### src/ufsm_pkg.sv
// Purpose: Shared types and constants for the user-side layer-1 fault state machine
// Assumes: SDH overhead bits numbered 1 (MSB) to 8 (LSB) within each byte
// Notes: One-hot state codes; error and correction parameters are one bit each
`default_nettype none
package ufsm_pkg;

  // One-hot states of the user-side machine
  typedef enum logic [7:0] {
    user_power_off             = 8'h01,
    user_operational           = 8'h02,
    upstream_access_fault      = 8'h04,
    downstream_link_fault      = 8'h08,
    downstream_access_fault    = 8'h10,
    upstream_link_fault        = 8'h20,
    combined_access_link_fault = 8'h40,
    user_power_on              = 8'h80
  } ufsm_state_e;

  localparam ufsm_state_e UFSM_RESET_STATE = user_power_off;

  // Overhead field positions and codes
  localparam int unsigned UFSM_K2_MS_LSB = 0;        // K2 bits 6..8 sit at [2:0]
  localparam logic [2:0] UFSM_MS_RDI_CODE = 3'h6;    // Pattern 110
  localparam logic [2:0] UFSM_K2_IDLE_CODE = 3'h0;
  localparam int unsigned UFSM_G1_RDI_POS = 3;       // G1 bit 5 sits at [3]

  // Indication parameter numbers (bit positions in the parameter vectors)
  localparam int unsigned UFSM_PRM_POWER = 0;
  localparam int unsigned UFSM_PRM_UP_ACCESS = 1;
  localparam int unsigned UFSM_PRM_DOWN_IFACE = 2;
  localparam int unsigned UFSM_PRM_DOWN_ACCESS = 3;
  localparam int unsigned UFSM_PRM_UP_IFACE = 4;
  localparam int unsigned UFSM_PRM_W = 5;
  localparam logic [4:0] UFSM_PRM_NONE = 5'h00;

  // Synchroniser depth and reset level of the power-good pin
  localparam int unsigned UFSM_SYNC_STAGES = 2;
  localparam logic UFSM_SYNC_RST_VAL = 1'b0;

  // Defect levels from the receive-side detectors
  typedef struct packed {
    logic los;
    logic lof;
    logic lcd;
    logic lop;
    logic path_ais;
    logic apid_mismatch;
  } ufsm_defect_s;

  // Maintenance signal selection towards the interface
  typedef struct packed {
    logic tx_on;
    logic [2:0] k2_bits;
    logic g1_rdi;
  } ufsm_tx_s;

  // Management entity primitives
  typedef struct packed {
    logic activate;
    logic [4:0] error;
    logic [4:0] correction;
  } ufsm_mgmt_s;

  // Upper layer primitives
  typedef struct packed {
    logic active;
    logic deactive;
  } ufsm_upper_s;

  localparam ufsm_tx_s UFSM_TX_RESET = '{tx_on: 1'b0, k2_bits: 3'h0, g1_rdi: 1'b0};
  localparam ufsm_mgmt_s UFSM_MGMT_IDLE = '{activate: 1'b0, error: 5'h00, correction: 5'h00};
  localparam ufsm_upper_s UFSM_UPPER_IDLE = '{active: 1'b0, deactive: 1'b0};

endpackage
`default_nettype wire

### src/ufsm_sync2.sv
// Purpose: Two-stage synchroniser for asynchronous level inputs
// Assumes: Inputs are slow levels; no pulse shorter than two clocks
// Notes: Only the second stage is visible outside
`default_nettype none
module ufsm_sync2
  import ufsm_pkg::*;
#(
  parameter int unsigned W = 1
) (
  // Clock and reset
  input wire logic i_ref_clk,
  input wire logic i_rst_b,
  // Levels
  input wire logic [W-1:0] i_async,
  output logic [W-1:0] o_sync
);

  logic [W-1:0] meta_r;

  // Two flip-flops in series; first stage read only by the second
  always_ff @(posedge i_ref_clk or negedge i_rst_b) begin
    if (!i_rst_b) begin
      meta_r <= {W{UFSM_SYNC_RST_VAL}};
      o_sync <= {W{UFSM_SYNC_RST_VAL}};
    end else begin
      meta_r <= i_async;
      o_sync <= meta_r;
    end
  end

endmodule
`default_nettype wire

### src/ufsm_fault_fsm.sv
// Purpose: User-side layer-1 operation and maintenance state machine
// Assumes: Defect levels and overhead bytes come from logic on i_ref_clk
// Notes: Power-good is a pin and is synchronised; all outputs are registered
`default_nettype none
module ufsm_fault_fsm
  import ufsm_pkg::*;
(
  // Clock and reset
  input wire logic i_ref_clk,
  input wire logic i_rst_b,
  // Power control
  input wire logic i_power_good,
  input wire logic i_powerdown,
  // Receive-side detection
  input wire ufsm_defect_s i_defect,
  input wire logic i_apid_check_en,
  input wire logic [7:0] i_rx_k2,
  input wire logic [7:0] i_rx_g1,
  input wire logic i_rx_frame_ok,
  // State and transmit selection
  output ufsm_state_e o_state,
  output ufsm_tx_s o_tx,
  // Management and upper layer primitives
  output ufsm_mgmt_s o_mgmt,
  output ufsm_upper_s o_upper
);

  logic pwr_sync;
  ufsm_state_e state_r;
  ufsm_state_e state_nxt;
  ufsm_mgmt_s mgmt_nxt;
  ufsm_upper_s upper_nxt;
  ufsm_tx_s tx_nxt;

  // Power-good pin crossing
  ufsm_sync2 #(
    .W(1)
  ) u_pwr_sync (
    .i_ref_clk(i_ref_clk),
    .i_rst_b(i_rst_b),
    .i_async(i_power_good),
    .o_sync(pwr_sync)
  );

  // Maintenance signal for a given state
  function automatic ufsm_tx_s tx_for(input ufsm_state_e st);
    ufsm_tx_s t;
    t = UFSM_TX_RESET;
    case (st)
      user_operational, upstream_access_fault, upstream_link_fault: begin
        t.tx_on = 1'b1;
      end
      downstream_access_fault, combined_access_link_fault: begin
        t.tx_on = 1'b1;
        t.g1_rdi = 1'b1;
      end
      downstream_link_fault: begin
        t.tx_on = 1'b1;
        t.k2_bits = UFSM_MS_RDI_CODE;
        t.g1_rdi = 1'b1;
      end
      default: begin
        t = UFSM_TX_RESET;
      end
    endcase
    return t;
  endfunction

  // Received maintenance signals
  logic ms_rdi;
  logic p_rdi;
  logic lcd_eff;
  assign ms_rdi = (i_rx_k2[UFSM_K2_MS_LSB +: 3] == UFSM_MS_RDI_CODE);
  assign p_rdi = i_rx_g1[UFSM_G1_RDI_POS];
  assign lcd_eff = i_defect.lcd | (i_apid_check_en & i_defect.apid_mismatch);

  // Fault conditions
  logic fc_down_iface;
  logic fc_down_access;
  logic fc_up_iface;
  logic fc_up_access;
  logic fc_combined;
  assign fc_down_iface = i_defect.los | i_defect.lof;
  // path AIS taken as a detector level
  assign fc_down_access = lcd_eff | i_defect.lop | i_defect.path_ais;
  assign fc_up_iface = ms_rdi & p_rdi;
  assign fc_up_access = p_rdi & ~ms_rdi;
  assign fc_combined = (i_defect.path_ais & ms_rdi) | (lcd_eff & ms_rdi & p_rdi) | (i_defect.lop & ms_rdi);

  // Prioritised events, one at most per cycle
  logic pwr_loss;
  logic pwr_ok;
  logic ev_down_iface;
  logic ev_combined;
  logic ev_down_access;
  logic ev_up_iface;
  logic ev_up_access;
  logic ev_normal;
  assign pwr_loss = ~pwr_sync | i_powerdown;
  assign pwr_ok = ~pwr_loss;
  assign ev_down_iface = fc_down_iface;
  assign ev_combined = ~fc_down_iface & fc_combined;
  assign ev_down_access = ~fc_down_iface & ~fc_combined & fc_down_access;
  assign ev_up_iface = ~fc_down_iface & ~fc_down_access & fc_up_iface;
  assign ev_up_access = ~fc_down_iface & ~fc_down_access & fc_up_access;
  assign ev_normal = i_rx_frame_ok & ~fc_down_iface & ~fc_down_access & ~p_rdi & ~ms_rdi;

  // State decodes
  logic in_oper;
  logic in_pon;
  assign in_oper = (state_r == user_operational);
  assign in_pon = (state_r == user_power_on);

  // Next state and primitive selection
  always_comb begin
    state_nxt = state_r;
    mgmt_nxt = UFSM_MGMT_IDLE;
    upper_nxt = UFSM_UPPER_IDLE;
    if (state_r == user_power_off) begin
      if (pwr_ok) begin
        state_nxt = user_power_on;
      end
    end else if (pwr_loss) begin
      state_nxt = user_power_off;
      mgmt_nxt.error[UFSM_PRM_POWER] = 1'b1;
      upper_nxt.deactive = in_oper;
    end else if (ev_down_iface) begin
      if (state_r != downstream_link_fault) begin
        state_nxt = downstream_link_fault;
        mgmt_nxt.error[UFSM_PRM_DOWN_IFACE] = 1'b1;
        upper_nxt.deactive = in_oper;
      end
    end else if (ev_normal) begin
      if (!in_oper) begin
        state_nxt = user_operational;
        mgmt_nxt.activate = 1'b1;
        upper_nxt.active = 1'b1;
        case (state_r)
          upstream_access_fault: mgmt_nxt.correction[UFSM_PRM_UP_ACCESS] = 1'b1;
          downstream_link_fault: mgmt_nxt.correction[UFSM_PRM_DOWN_IFACE] = 1'b1;
          downstream_access_fault: mgmt_nxt.correction[UFSM_PRM_DOWN_ACCESS] = 1'b1;
          upstream_link_fault: mgmt_nxt.correction[UFSM_PRM_UP_IFACE] = 1'b1;
          combined_access_link_fault: begin
            mgmt_nxt.correction[UFSM_PRM_DOWN_ACCESS] = 1'b1;
            mgmt_nxt.correction[UFSM_PRM_UP_IFACE] = 1'b1;
          end
          default: mgmt_nxt.correction = UFSM_PRM_NONE;
        endcase
      end
    end else if (state_r == downstream_link_fault) begin
      state_nxt = downstream_link_fault;
    end else if (ev_combined) begin
      if (state_r != combined_access_link_fault) begin
        state_nxt = combined_access_link_fault;
        upper_nxt.deactive = in_oper;
        mgmt_nxt.error[UFSM_PRM_DOWN_ACCESS] = (state_r != downstream_access_fault);
        mgmt_nxt.error[UFSM_PRM_UP_IFACE] = (state_r != upstream_link_fault);
      end
    end else if (ev_down_access) begin
      if (state_r != downstream_access_fault && state_r != combined_access_link_fault) begin
        state_nxt = downstream_access_fault;
        mgmt_nxt.error[UFSM_PRM_DOWN_ACCESS] = 1'b1;
        upper_nxt.deactive = in_oper;
      end
    end else if (ev_up_iface) begin
      if (state_r != upstream_link_fault && state_r != combined_access_link_fault) begin
        state_nxt = upstream_link_fault;
        mgmt_nxt.error[UFSM_PRM_UP_IFACE] = 1'b1;
        upper_nxt.deactive = in_oper;
      end
    end else if (ev_up_access) begin
      if (in_oper || in_pon) begin
        state_nxt = upstream_access_fault;
        mgmt_nxt.error[UFSM_PRM_UP_ACCESS] = 1'b1;
        upper_nxt.deactive = in_oper;
      end
    end
  end

  assign tx_nxt = tx_for(state_nxt);

  always_ff @(posedge i_ref_clk or negedge i_rst_b) begin
    if (!i_rst_b) begin
      state_r <= UFSM_RESET_STATE;
    end else begin
      state_r <= state_nxt;
    end
  end

  always_ff @(posedge i_ref_clk or negedge i_rst_b) begin
    if (!i_rst_b) begin
      o_mgmt <= UFSM_MGMT_IDLE;
      o_upper <= UFSM_UPPER_IDLE;
      o_tx <= UFSM_TX_RESET;
    end else begin
      o_mgmt <= mgmt_nxt;
      o_upper <= upper_nxt;
      o_tx <= tx_nxt;
    end
  end

  assign o_state = state_r;
endmodule
`default_nettype wire

### config.mk
export PLATFORM = sky130hd
export DESIGN_NAME = ufsm_fault_fsm
export DESIGN_NICKNAME = d
export VERILOG_FILES = /design/src/ufsm_pkg.sv /design/src/ufsm_sync2.sv /design/src/ufsm_fault_fsm.sv
export SDC_FILE = /design/constraint.sdc
export NUM_CORES = 1
export LEC_CHECK = 0
export BUFFER_PORTS_ARGS = -buffer_cell sky130_fd_sc_hd__buf_2
export CORE_MARGIN = 5
export CORE_UTILIZATION = 49
export CTS_CLUSTER_SIZE = 14
export DETAILED_ROUTE_END_ITERATION = 10
export GPL_ROUTABILITY_DRIVEN = 0
export PLACE_DENSITY = 0.8
export SYNTH_ARGS = -nofsm -noshare
export SYNTH_HDL_FRONTEND = slang
export SYNTH_SLANG_ARGS = --single-unit
### constraint.sdc
create_clock -name i_ref_clk -period 4 [get_ports i_ref_clk]
set_clock_uncertainty 0.2 [all_clocks]
set_input_delay 0.6 -clock i_ref_clk [delete_from_list [all_inputs] [get_ports i_ref_clk]]
set_output_delay 0.6 -clock i_ref_clk [all_outputs]
set_load 0.01 [all_outputs]
After elaboration in Yosys (flattened, before gate mapping). Index checks and enable logic that the tools add are counted.

Equality and inequality tests: 19. Multiplexer cells: 68. Bitwise operators: 30. Reductions and logical operators: 7.

Operators with widths (count): 2-to-1 mux 8 bit (16); 2-to-1 mux 1 bit (39); 2-to-1 mux 5 bit (5); AND 1 bit (17); equality test 8 x 2 -> 1 bit, second input constant (2); equality test 8 x 3 -> 1 bit, second input constant (2); equality test 8 x 4 -> 1 bit, second input constant (2); equality test 8 x 5 -> 1 bit, second input constant (2); equality test 8 x 6 -> 1 bit, second input constant (2); equality test 8 x 7 -> 1 bit, second input constant (2); 2-to-1 mux 11 bit (1); 2-to-1 mux 2 bit (5); equality test 8 x 1 -> 1 bit, second input constant (1); equality test 8 bit, second input constant (1); inequality test 8 x 4 -> 1 bit, second input constant (1); inequality test 8 x 5 -> 1 bit, second input constant (1); inequality test 8 x 6 -> 1 bit, second input constant (1); inequality test 8 x 7 -> 1 bit, second input constant (1); OR 1 bit (7); 2-to-1 mux 3 bit (2); inverter 1 bit (6); OR reduction 6 bit (1); OR reduction 2 bit (2); equality test 3 bit, second input constant (1); other kinds (3) (4).

Flip-flop bits (word level): 28. Input bits: 28. Output and inout port bits: 26. Logic and storage cells: 135.

Logic depth before layout (Yosys ltp). Gate-level depths: netlist of run 1.

Depth in word-level cells: 19. Gate-level depth with buffers: 9. Depth with buffers taken out: 7.

By module. A second synthesis of run 1 with hierarchy kept.

Cell total of the unflattened synthesis: 150. Area total of the unflattened synthesis: 1435.1 um^2.

By module, submodules not included: ufsm_fault_fsm (instances 1, cells each 148, area each 1385.1 um^2, seq. area each 551.8 um^2); ufsm_sync2 (instances 1, cells each 2, area each 50.0 um^2, seq. area each 50.0 um^2).

Worst setup path before layout of run 1. No wires, ideal clock.

Path type: register -> register. Start: register state_r[3], in the netlist o_state[3]. End: register o_tx[4] in the netlist's numbering. Arrival time: 2531 ps. Path slack: 1150 ps. Cell stages (with the launch flop): 10. Period minus slack after synthesis: 2850 ps. Path through: dfrtp_1 -> buf_6 -> or4_4 -> buf_6 -> o41ai_4 -> a21oi_2 -> or4_4 -> xnor2_2 -> mux2i_1 -> a31o_1.

RTL lines: start: declaration (line ufsm_fault_fsm.sv:29) `ufsm_state_e state_r;`; start signal: assignment (line ufsm_fault_fsm.sv:186) `state_r <= state_nxt;`; end signal: assignment (line ufsm_fault_fsm.sv:198) `o_tx <= tx_nxt;`; end: declaration (line ufsm_fault_fsm.sv:22) `output ufsm_tx_s o_tx,`.

==> metrics.yaml, run 1 <==
crit_path_end_kind: "flip-flop"
maxSlewHeadroom: 0.5248
syn_area_per_cell_um2: 9.429
cp_top_family: "simple AND/OR/NAND/NOR gates"
cp-start-kind: "flip-flop"
overflow: 0
worstPathCellList: "or4_4 -> nor4_1 -> o22a_1 -> a21oi_1 -> or2_2 -> mux2i_1 -> a31o_1"
routedWlPerCell_um: 16.62
antennaDiodeCount: 0
setup_slack_ns: 0.9207
dieArea_mm2: 0.004129
p_per_area_mw_per_mm2: 297.5
clockRootBuffer: "clkbuf_4"
setup-tns-final_ns: 0
grt_use_met1: 0.2203
drt_iter0_drc: 101
cp.depth: 7
postRouteAntennaNets: 0
p_leak_nw: 0.8156
worstRegToRegCells: 7
ios: 54
worst_path_max_delay_cell: "or4_4"
rsz0062_at_grt: "false"
grt_pass1_vias: 1324
reg2reg_slack_ns: 0.92
final_common_cell: "buf_2"
synth_cell_types: 50
ctsResizeCount: 0
irDropWorstVdd_mv: 0.2848
r2r-end: "o_tx[4]"
synth-seq-area-share: 0.4172
grtUsageMet2: 0.2923
hold_violations: 0
path_max_fanout: 10
clkTransAtPathRegs_ns: 0.13
portBuffers: 39
grt_max_degree: 25
routed_via_density: 6.442
die_h_um: 64.26
synthCells: 153
r2r_start: "o_state[3]"
grt_antenna_before_repair: 0
fp-row-count: 19
critical-path-max-stage-delay_ns: 0.62
synth_seq_cells: 24
post-cts-setup-buffers: 0
synth_ff_type: "dfrtp_1"
clockBufferDepth: 2
vias: 1398
place_ws_ns: 0.8368
drc: 0
fin_crit_ns: 3.079
worstMarginPinSlew_ns: 0.7062
fill_cells: 248
area_delta_synth_final_pct: 15.18
final_cell_mix: "buf_2, dfrtp_1, nor2_1"
setup_viol: 0
drt_wl_total_mm: 3.607
htreeDepth: 1
cp_data_arrival_time_ns: 3.10
cts_tree: "built"
track_usage: 0.1760
clkLatencyLatePin_ns: 0.31
period_share: 0.7698
grt_first_pass_wirelength_mm: 5.865
max_freq_mhz: 324.8
grt_most_used_layer: "met2"
cap_violations: 0
syn_area_mm2: 0.001443
path_class: "reg -> reg"
status: "finished clean"
drv_slew: 0
nets: 215
setup.worst_path.end: "o_tx[4]"
path_buf_inv: 0
clkSinkCount: 24
hp-class: "in -> async"
use_met3: 0.03503
die_w_um: 64.26
drive_above_1_share: 0.3011
core_region_area_mm2: 0.002781
synth_enable_flop_cells: 0
first_pass_iters: 5
start_util: 0.5187
dp_hpwl_mm: 2.720
yosys_warnings: 0
startpoint: "o_state[3]"
synthArstFlopShare: 1.000
cts-buffers-inserted: 3
cp_data_required_time_ns: 4.02
hold_buffers: 0
==> area by class of cell <==
class,instances,area [um2],area share
clock inverter,1,30.03,0.01807
multi-input combinational,112,747.0,0.4495
sequential,24,601.8,0.3622
tap,31,38.79,0.02334
clock buffer,3,22.52,0.01355
timing repair buffer,39,195.2,0.1175
inverter,7,26.28,0.01581
==> layer usage <==
layer  vias to the layer above  routed length, um
met3                        21                384
met5                         -                  0
li1                        635                  -
met4                         0                121
met2                        90               1737
met1                       652               1364
==> cell usage after synthesis, drive strengths merged, types with 2 or more instances <==
cell,number,area share
dfrtp,23,0.40
nor2,13,0.034
nand2,12,0.031
a21oi,8,0.030
inv,7,0.018
nand4,7,0.030
nor4,7,0.030
buf,6,0.036
clkbuf,5,0.013
o21ai,5,0.017
xnor2,5,0.036
nand2b,4,0.017
nor3,4,0.014
or2,4,0.017
or4,4,0.026
a31oi,3,0.013
nor2b,3,0.013
a41o,2,0.014
a41oi,2,0.012
nand3,2,0.0069
nor4b,2,0.012
o41ai,2,0.030
xor2,2,0.012
==> power by group <==
| group | internal (mW) | switching [mW] |
|---|---|---|
| Sequential | 0.249 | 0.00641 |
| Combinational | 0.0232 | 0.0419 |
| Clock | 0.101 | 0.0724 |
==> worst min path at each step <==
stage                                 start                end  slack (ns)  cells after the start
after global routing                i_rst_b         o_upper[0]        0.06                      1
final                               i_rst_b          o_mgmt[4]        0.03                      1
after floorplan                     i_rst_b         o_mgmt[10]        0.10                      0
after global placement    u_pwr_sync.meta_r  u_pwr_sync.o_sync        0.13                      0
after detailed placement  u_pwr_sync.meta_r  u_pwr_sync.o_sync        0.14                      0
after CTS                           i_rst_b          o_mgmt[3]        0.05                      1
==> through the flow <==
step | hold WS (ns) | total power [mW] | instance area (um2) | utilization | cells
after floorplan | 0.1044 | 0.3010 | 1446 | - | 154
after global placement | 0.1318 | 0.3221 | 1609 | 0.5785 | 213
after detailed placement | 0.1365 | 0.3238 | 1609 | 0.5785 | 213
after CTS | 0.05160 | 0.4968 | 1662 | 0.5974 | 217
after global routing | 0.06006 | 0.5177 | 1662 | 0.5974 | 217
final | 0.03124 | 0.4943 | 1662 | 0.5974 | 217
==> sequential cells by signal, summed over array words and instances (netlist names) <==
signal and cells:
o_mgmt 10, o_state 8, o_tx 3, o_upper 1
u_pwr_sync.meta_r 1, u_pwr_sync.o_sync 1
==> cell families after synthesis <==
logic type / count (synthesis) / share of synthesized area
and+or+nand+nor: 67 / 0.2585
AOI/OAI and AO/OA: 35 / 0.1995
DFF: 24 / 0.4172
xor gates and xnor gates: 7 / 0.04770
muxes: 1 / 0.006939
buffers and inverters: 18 / 0.06765
other: 1 / 0.002599
Power figures use the tool's default switching activity.
==> inputs of run 2 (changes only) <==
--- a/config.mk
+++ b/config.mk
@@ -5,13 +5,14 @@
 export SDC_FILE = /design/constraint.sdc
 export NUM_CORES = 1
 export LEC_CHECK = 0
+export ABC_AREA = 1
 export BUFFER_PORTS_ARGS = -buffer_cell sky130_fd_sc_hd__buf_2
 export CORE_MARGIN = 5
-export CORE_UTILIZATION = 49
+export CORE_UTILIZATION = 45
 export CTS_CLUSTER_SIZE = 14
 export DETAILED_ROUTE_END_ITERATION = 10
 export GPL_ROUTABILITY_DRIVEN = 0
-export PLACE_DENSITY = 0.8
+export PLACE_DENSITY = 0.76
 export SYNTH_ARGS = -nofsm -noshare
 export SYNTH_HDL_FRONTEND = slang
 export SYNTH_SLANG_ARGS = --single-unit
==> constraint.sdc (replaced) <==
create_clock -name i_ref_clk -period 2.5 [get_ports i_ref_clk]
set_clock_uncertainty 0.2 [all_clocks]
set_input_delay 0.375 -clock i_ref_clk [delete_from_list [all_inputs] [get_ports i_ref_clk]]
set_output_delay 0.375 -clock i_ref_clk [all_outputs]
set_load 0.01 [all_outputs]
==> run 2 against run 1 <==
Critical path depth rose by 9. Flip-flop and latch count unchanged. Maximum frequency rose by 45%. Wire length shrank 9.9%. Sequential power is 62% higher. Global-route usage down 3.3 points.
==> metrics.yaml, run 2 <==
status: "finished clean"
area_delta_synth_final_pct: 18.50
yosysTopAreaCellShare: 0.3668  # -0.03213
setup_viol: 0  # unchanged
drc: 0  # unchanged
place_ws_ns: 0.3214  # -0.5154 ns
synth-seq-area-share: 0.3836  # -0.03360
yosys-top-cells-area: "dfrtp_1, nand2_1, inv_1"
cts_tree: "built"
worstPathCellList: "nor2_2 -> nand2_2 -> inv_2 -> nand2_2 -> nand2_2 -> inv_1 -> nand2_1 -> nand2_1 -> nand2_1 -> nand2_1 -> nand2_1 -> nand2_1 -> nand3_1 -> nor2_2 -> nand2_1 -> nand4_1"
critical-path-max-stage-delay_ns: 0.46  # -0.16 ns
cp_data_required_time_ns: 2.51  # -1.51 ns
cp_data_arrival_time_ns: 2.13  # -0.97 ns
p_per_area_mw_per_mm2: 435.3  # +46%
dp.cells: 293  # +38%
die_h_um: 69.05  # +7.5%
path_class: "reg -> reg"
post-cts-setup-buffers: 0  # unchanged
p_leak_nw: 1.046  # +28%
max_freq_mhz: 469.7  # +45%
synth_seq_cells: 24  # unchanged
p_switching_mw: 0.2493  # +110%
cap_violations: 0  # unchanged
start_util: 0.4665  # -0.05215
synthTopCellsByCount: "nand2_1, inv_1, nor2_1"
antennaDiodeCount: 0  # unchanged
synthArstFlopShare: 1.000  # unchanged
core_region_area_mm2: 0.003363  # +21%
fin_cells: 299  # +38%
path_max_fanout: 5  # -5
ios: 54  # unchanged
clkLatencyLatePin_ns: 0.31  # about the same
cp-start-kind: "flip-flop"
synthCells: 210  # +37%
worst_path_max_delay_cell: "dfrtp_1"
synth_top_cell_by_area: "dfrtp_1"
overflow: 0  # unchanged
maxSlewHeadroom: 0.6632  # +0.1384
htreeDepth: 1  # unchanged
power_mw: 0.8093  # +64%
synth_ff_type: "dfrtp_1"
final_cell_mix: "nand2_1, buf_2, inv_1"
setup-tns-final_ns: 0  # unchanged
drt_iter0_drc: 81  # -20%
drive_above_1_share: 0.3715  # +0.07047
p_seq_frac: 0.511  # -0.006
comb_power_share: 0.245  # +0.113
clkTransAtPathRegs_ns: 0.12  # about the same
drt_wl_total_mm: 3.251  # -9.9%
yosys_warnings: 0  # unchanged
largest_reg_flops: 10  # unchanged
final_common_cell: "nand2_1"
grt_pass1_vias: 1341  # +1.3%
syn_area_mm2: 0.001569  # +8.8%
grt_antenna_before_repair: 0  # unchanged
track_usage: 0.1425  # -0.03347
postRouteAntennaNets: 0  # unchanged
intPower_mw: 0.5600  # +50%
setup_slack_ns: 0.3711  # -0.5497 ns
syn_area_per_cell_um2: 7.471  # -21%
die_w_um: 69.05  # +7.5%
hold_buffers: 2  # +2
hold_violations: 0  # unchanged
portBuffers: 39  # unchanged
regMostFlops: "o_mgmt"
dieArea_mm2: 0.004768  # +15%
drv_slew: 0  # unchanged
clockBufferDepth: 2  # unchanged
fin_crit_ns: 2.129  # -0.9503 ns
fp-row-count: 21  # +2
crit_path_end_kind: "flip-flop"
cts-buffers-inserted: 3  # unchanged
switching_share: 0.3081  # +0.06379
routedWlPerCell_um: 10.87  # -35%
grt_first_pass_wirelength_mm: 5.775  # -1.5%
grt_max_degree: 25  # unchanged
synth_cell_types: 26  # -48%
synth_enable_flop_cells: 0  # unchanged
clkSinkCount: 24  # unchanged
rsz0062_at_grt: "false"
routed_via_density: 4.676  # -27%
vias: 1398  # unchanged
irDropWorstVdd_mv: 0.2597  # -8.8%
dp_hpwl_mm: 2.675  # -1.6%
first_pass_iters: 4  # -1
nets: 282  # +31%
ctsResizeCount: 0  # unchanged
hp-class: "reg -> reg"
worstMarginPinSlew_ns: 0.5051  # -0.2011 ns
cp_common_cell: "nand2_1"
pwr-share-clk: 0.244  # -0.108
yosysMostFrequentCell: "nand2_1"
period_share: 0.8516  # +0.08175
clockRootBuffer: "clkbuf_4"
[run 2: cells by family after synthesis]
family | after synthesis | share of synthesized area
AOI/OAI and AO/OA | 11 | 0.03987
buffers and inverters | 42 | 0.1100
other | 1 | 0.002390
and+or+nand+nor | 132 | 0.4641
DFF | 24 | 0.3836
[run 2: final timing paths]
path / start / to / slack, ns / depth (start not counted)
worst max-delay path: o_state[1] / o_tx[4] / 0.37 / 16
worst min-delay path: u_pwr_sync.meta_r / u_pwr_sync.o_sync / 0.17 / 0
worst max register to register: o_state[1] / o_tx[4] / 0.37 / 16
worst min register to register: u_pwr_sync.meta_r / u_pwr_sync.o_sync / 0.17 / 0
max in group asynchronous: i_rst_b / o_state[0] / 1.39 / 2
min in group asynchronous: i_rst_b / o_mgmt[4] / 0.36 / 2
[run 2: stage by stage]
| stage | instance area [um2] | utilization | hold WS, ns |
|---|---|---|---|
| after floorplan | 1573 | - | -0.1206 |
| after global placement | 1803 | 0.5361 | 0.1316 |
| after detailed placement | 1803 | 0.5361 | 0.1416 |
| after CTS | 1859 | 0.5528 | 0.1764 |
| after global routing | 1859 | 0.5528 | 0.1820 |
| final | 1859 | 0.5528 | 0.1674 |
[run 2: cell type report]
cell class                 count  area (um2)
fill                         343        1504
sequential                    24       601.8
inverter                      38       142.6
timing repair buffer          42       222.7
clock buffer                   4       36.28
multi-input combinational    145       798.3
tap                           46       57.56
[run 2: power groups by stage]
stage,combinational [mW],clock (mW),sequential (mW)
after floorplan,0.133,0,0.428
after global placement,0.193,0,0.421
after detailed placement,0.197,0,0.421
after CTS,0.200,0.208,0.414
after global routing,0.221,0.223,0.416
final,0.198,0.197,0.414
[run 2: worst max-delay path, delay by kind of cell, from the launching register on]
| kind | cells | cell delay, ns |
|---|---|---|
| simple gates | 14 | 1.23 |
| flops | 1 | 0.46 |
| buf+inv | 2 | 0.14 |
[run 2: routing by layer]
layer	part of all wire	vias to the layer above	routed length, um	track usage
li1	-	726	-	-
met1	0.44	622	1422	0.1753
met2	0.48	42	1576	0.2373
met3	0.064	8	209	0.04942
met4	0.013	0	42	0.03688
met5	0	-	0	0
==> inputs of run 3 (changes only) <==
--- a/config.mk
+++ b/config.mk
@@ -8,11 +8,12 @@
 export ABC_AREA = 1
 export BUFFER_PORTS_ARGS = -buffer_cell sky130_fd_sc_hd__buf_2
 export CORE_MARGIN = 5
-export CORE_UTILIZATION = 45
+export CORE_UTILIZATION = 46
 export CTS_CLUSTER_SIZE = 14
 export DETAILED_ROUTE_END_ITERATION = 10
 export GPL_ROUTABILITY_DRIVEN = 0
 export PLACE_DENSITY = 0.76
 export SYNTH_ARGS = -nofsm -noshare
 export SYNTH_HDL_FRONTEND = slang
+export SYNTH_HIERARCHICAL = 1
 export SYNTH_SLANG_ARGS = --single-unit
==> run 3 against run 2 <==
Sequential power is 2% higher. Maximum frequency is 3.7% lower. Hold slack lost 0.0075 ns. Utilization up 1.6 points. Highest routed layer unchanged.
==> metrics.yaml, run 3 <==
antennaDiodeCount: 0  # unchanged
final_common_cell: "nand2_1"
p_per_area_mw_per_mm2: 495.0  # +14%
regMostFlops: "o_mgmt"
start_util: 0.4803  # +0.01381
cap_violations: 0  # unchanged
path_class: "reg -> reg"
syn_area_mm2: 0.001772  # +13%
dp.cells: 303  # +3.4%
fin_crit_ns: 2.210  # +0.08121 ns
path_buf_inv: 1  # -1
yosys-top-cells-area: "dfrtp_1, nor2_4, nand2_1"
clockBufferDepth: 2  # unchanged
rsz0062_at_grt: "false"
fill_cells: 360  # +5.0%
hp-class: "reg -> reg"
drt_iter0_drc: 66  # -19%
yosysMostFrequentCell: "nand2_1"
clkTransAtPathRegs_ns: 0.09  # -0.03 ns
maxSlewHeadroom: 0.6332  # -0.03000
synth_enable_flop_cells: 0  # unchanged
synthTopCellsByCount: "nand2_1, nor2_1, dfrtp_1"
grt_pass1_vias: 1447  # +7.9%
grt_antenna_before_repair: 0  # unchanged
synth_ff_type: "dfrtp_1"
reg2reg_slack_ns: 0.29  # -0.08 ns
r2r_start: "o_state[0]"
whs_ns: 0.1598  # -0.007534 ns
ios: 54  # unchanged
power_mw: 1.039  # +28%
portBuffers: 39  # unchanged
worst_path_max_delay_cell: "dfstp_2"
routed_via_density: 4.900  # +4.8%
clockRootBuffer: "clkbuf_8"
status: "finished clean"
die_w_um: 72.06  # +4.4%
postRouteAntennaNets: 0  # unchanged
fp-row-count: 22  # +4.8%
drv_slew: 0  # unchanged
dp_hpwl_mm: 3.086  # +15%
max_freq_mhz: 452.5  # -3.7%
synthCells: 218  # +3.8%
yosysTopAreaCellShare: 0.3249  # -0.04197
largest_reg_flops: 10  # unchanged
clkSinkCount: 24  # unchanged
fin_cells: 309  # +3.3%
drive_above_1_share: 0.4368  # +0.06524
place_ws_ns: 0.2738  # -0.04765 ns
syn_area_per_cell_um2: 8.127  # +8.8%
hold_violations: 0  # unchanged
drc: 0  # unchanged
overflow: 0  # unchanged
p_leak_nw: 1.181  # +13%
cp-start-kind: "flip-flop"
cp_top_family: "simple AND/OR/NAND/NOR gates"
cts-buffers-inserted: 3  # unchanged
synthArstFlopShare: 1.000  # unchanged
path_max_fanout: 5  # unchanged
htreeDepth: 1  # unchanged
worstPathCellList: "inv_2 -> nand2_1 -> nor2_4 -> nand2_1 -> nand2_1 -> nand2_4 -> nand2_1 -> nor2_1 -> nand2_1 -> nand2_1 -> nand2_2 -> nand3_4 -> nor2_1 -> nor2_1 -> nand3_1"
clkLatencyLatePin_ns: 0.27  # -0.04 ns
cp_common_cell: "nand2_1"
irDropWorstVdd_mv: 0.2293  # -12%
yosys_warnings: 6  # +6
cts_tree: "built"
grt_max_degree: 25  # unchanged
nets: 290  # +2.8%
synth-seq-area-share: 0.3397  # -0.04388
setup-tns-final_ns: 0  # unchanged
dieArea_mm2: 0.005193  # +8.9%
critical-path-max-stage-delay_ns: 0.59  # +0.13 ns
cp_data_required_time_ns: 2.46  # -0.05 ns
startpoint: "o_state[0]"
routedWlPerCell_um: 12.44  # +14%
worstMarginPinSlew_ns: 0.5501  # +0.04501 ns
crit_path_end_kind: "flip-flop"
setup_viol: 0  # unchanged
track_usage: 0.1569  # +0.01439
die_h_um: 72.06  # +4.4%
cp_data_arrival_time_ns: 2.17  # +0.04 ns
synth_cell_types: 35  # +35%
setup_slack_ns: 0.2899  # -0.08121 ns
min_from: "u_pwr_sync/meta_r"
grt_first_pass_wirelength_mm: 6.492  # +12%
period_share: 0.8841  # +0.03248
final_cell_mix: "nand2_1, buf_2, nor2_1"
synth_top_cell_by_area: "dfrtp_1"
drt_wl_total_mm: 3.845  # +18%
area_delta_synth_final_pct: 18.50  # about the same
synth_seq_cells: 24  # unchanged
core_region_area_mm2: 0.003689  # +9.7%
vias: 1514  # +8.3%
first_pass_iters: 4  # unchanged
[run 3: cell types whose count changed in the layout (fill, tap and decap cells not counted), sizes merged, moves of 2 or more]
cell	previous run	this run
nor2	48	53
nand4	2	6
nand3	18	16
nor4	0	2
o21bai	0	2
[run 3: cell families (layout without fill, tap and decap cells)]
group | count (synthesis) | count (layout) | share of synthesized area
flip-flops | 24 | 24 | 0.3397
buffers and inverters | 42 | 84 | 0.09887
AND/OR/NAND/NOR | 139 | 139 | 0.5099
AO/OA/AOI/OAI | 12 | 12 | 0.04944
other | 1 | 2 | 0.002117
[run 3: path summary, 6_finish.rpt]
path | to | cells after the start
worst max-delay path | o_tx[4] | 15
worst min-delay path | u_pwr_sync/o_sync | 0
worst max register to register | o_tx[4] | 15
worst min register to register | u_pwr_sync/o_sync | 0
max in group asynchronous | o_mgmt[7] | 2
min in group asynchronous | o_mgmt[8] | 2
[run 3: area by class of cell]
cell class | count | area, um2 | area share
timing repair buffer | 42 | 222.7 | 0.1061
sequential | 24 | 601.8 | 0.2867
multi-input combinational | 153 | 998.5 | 0.4756
clock buffer | 3 | 41.29 | 0.01967
tap | 48 | 60.06 | 0.02861
clock inverter | 1 | 30.03 | 0.01430
inverter | 38 | 145.1 | 0.06913
[run 3: what timing repair did]
action / CTS / global route
setup buffers: 0 / 0
resized for setup: 0 / 0
endpoints found under the hold margin: 23 / 1
hold buffers: 1 / 1
[run 3: power by group]
group | internal [mW] | switching (mW)
registers | 0.405 | 0.0185
logic | 0.0931 | 0.179
clock network | 0.214 | 0.130
total | 0.712 | 0.327
[run 3: metrics by stage]
stage | cell area, um2 | utilization
CTS | 2090 | 0.5665
detailed placement | 2008 | 0.5444
floorplan | 1775 | -
finish | 2100 | 0.5692
global placement | 2008 | 0.5444
global route | 2100 | 0.5692
[run 3: routing by layer]
metal / wire length [um] / vias to the layer above / track usage
met5: 0 / - / 0
met2: 1958 / 51 / 0.2730
li1: - / 759 / -
met4: 81 / 0 / 0.06054
met3: 272 / 9 / 0.02355
met1: 1533 / 695 / 0.1941
[run 3: worst reg2reg max path: cells and delay by family, from the launching register on]
kind,cells,cell delay [ns]
and+or+nand+nor,14,1.26
DFF,1,0.59
buffers and inverters,1,0.05
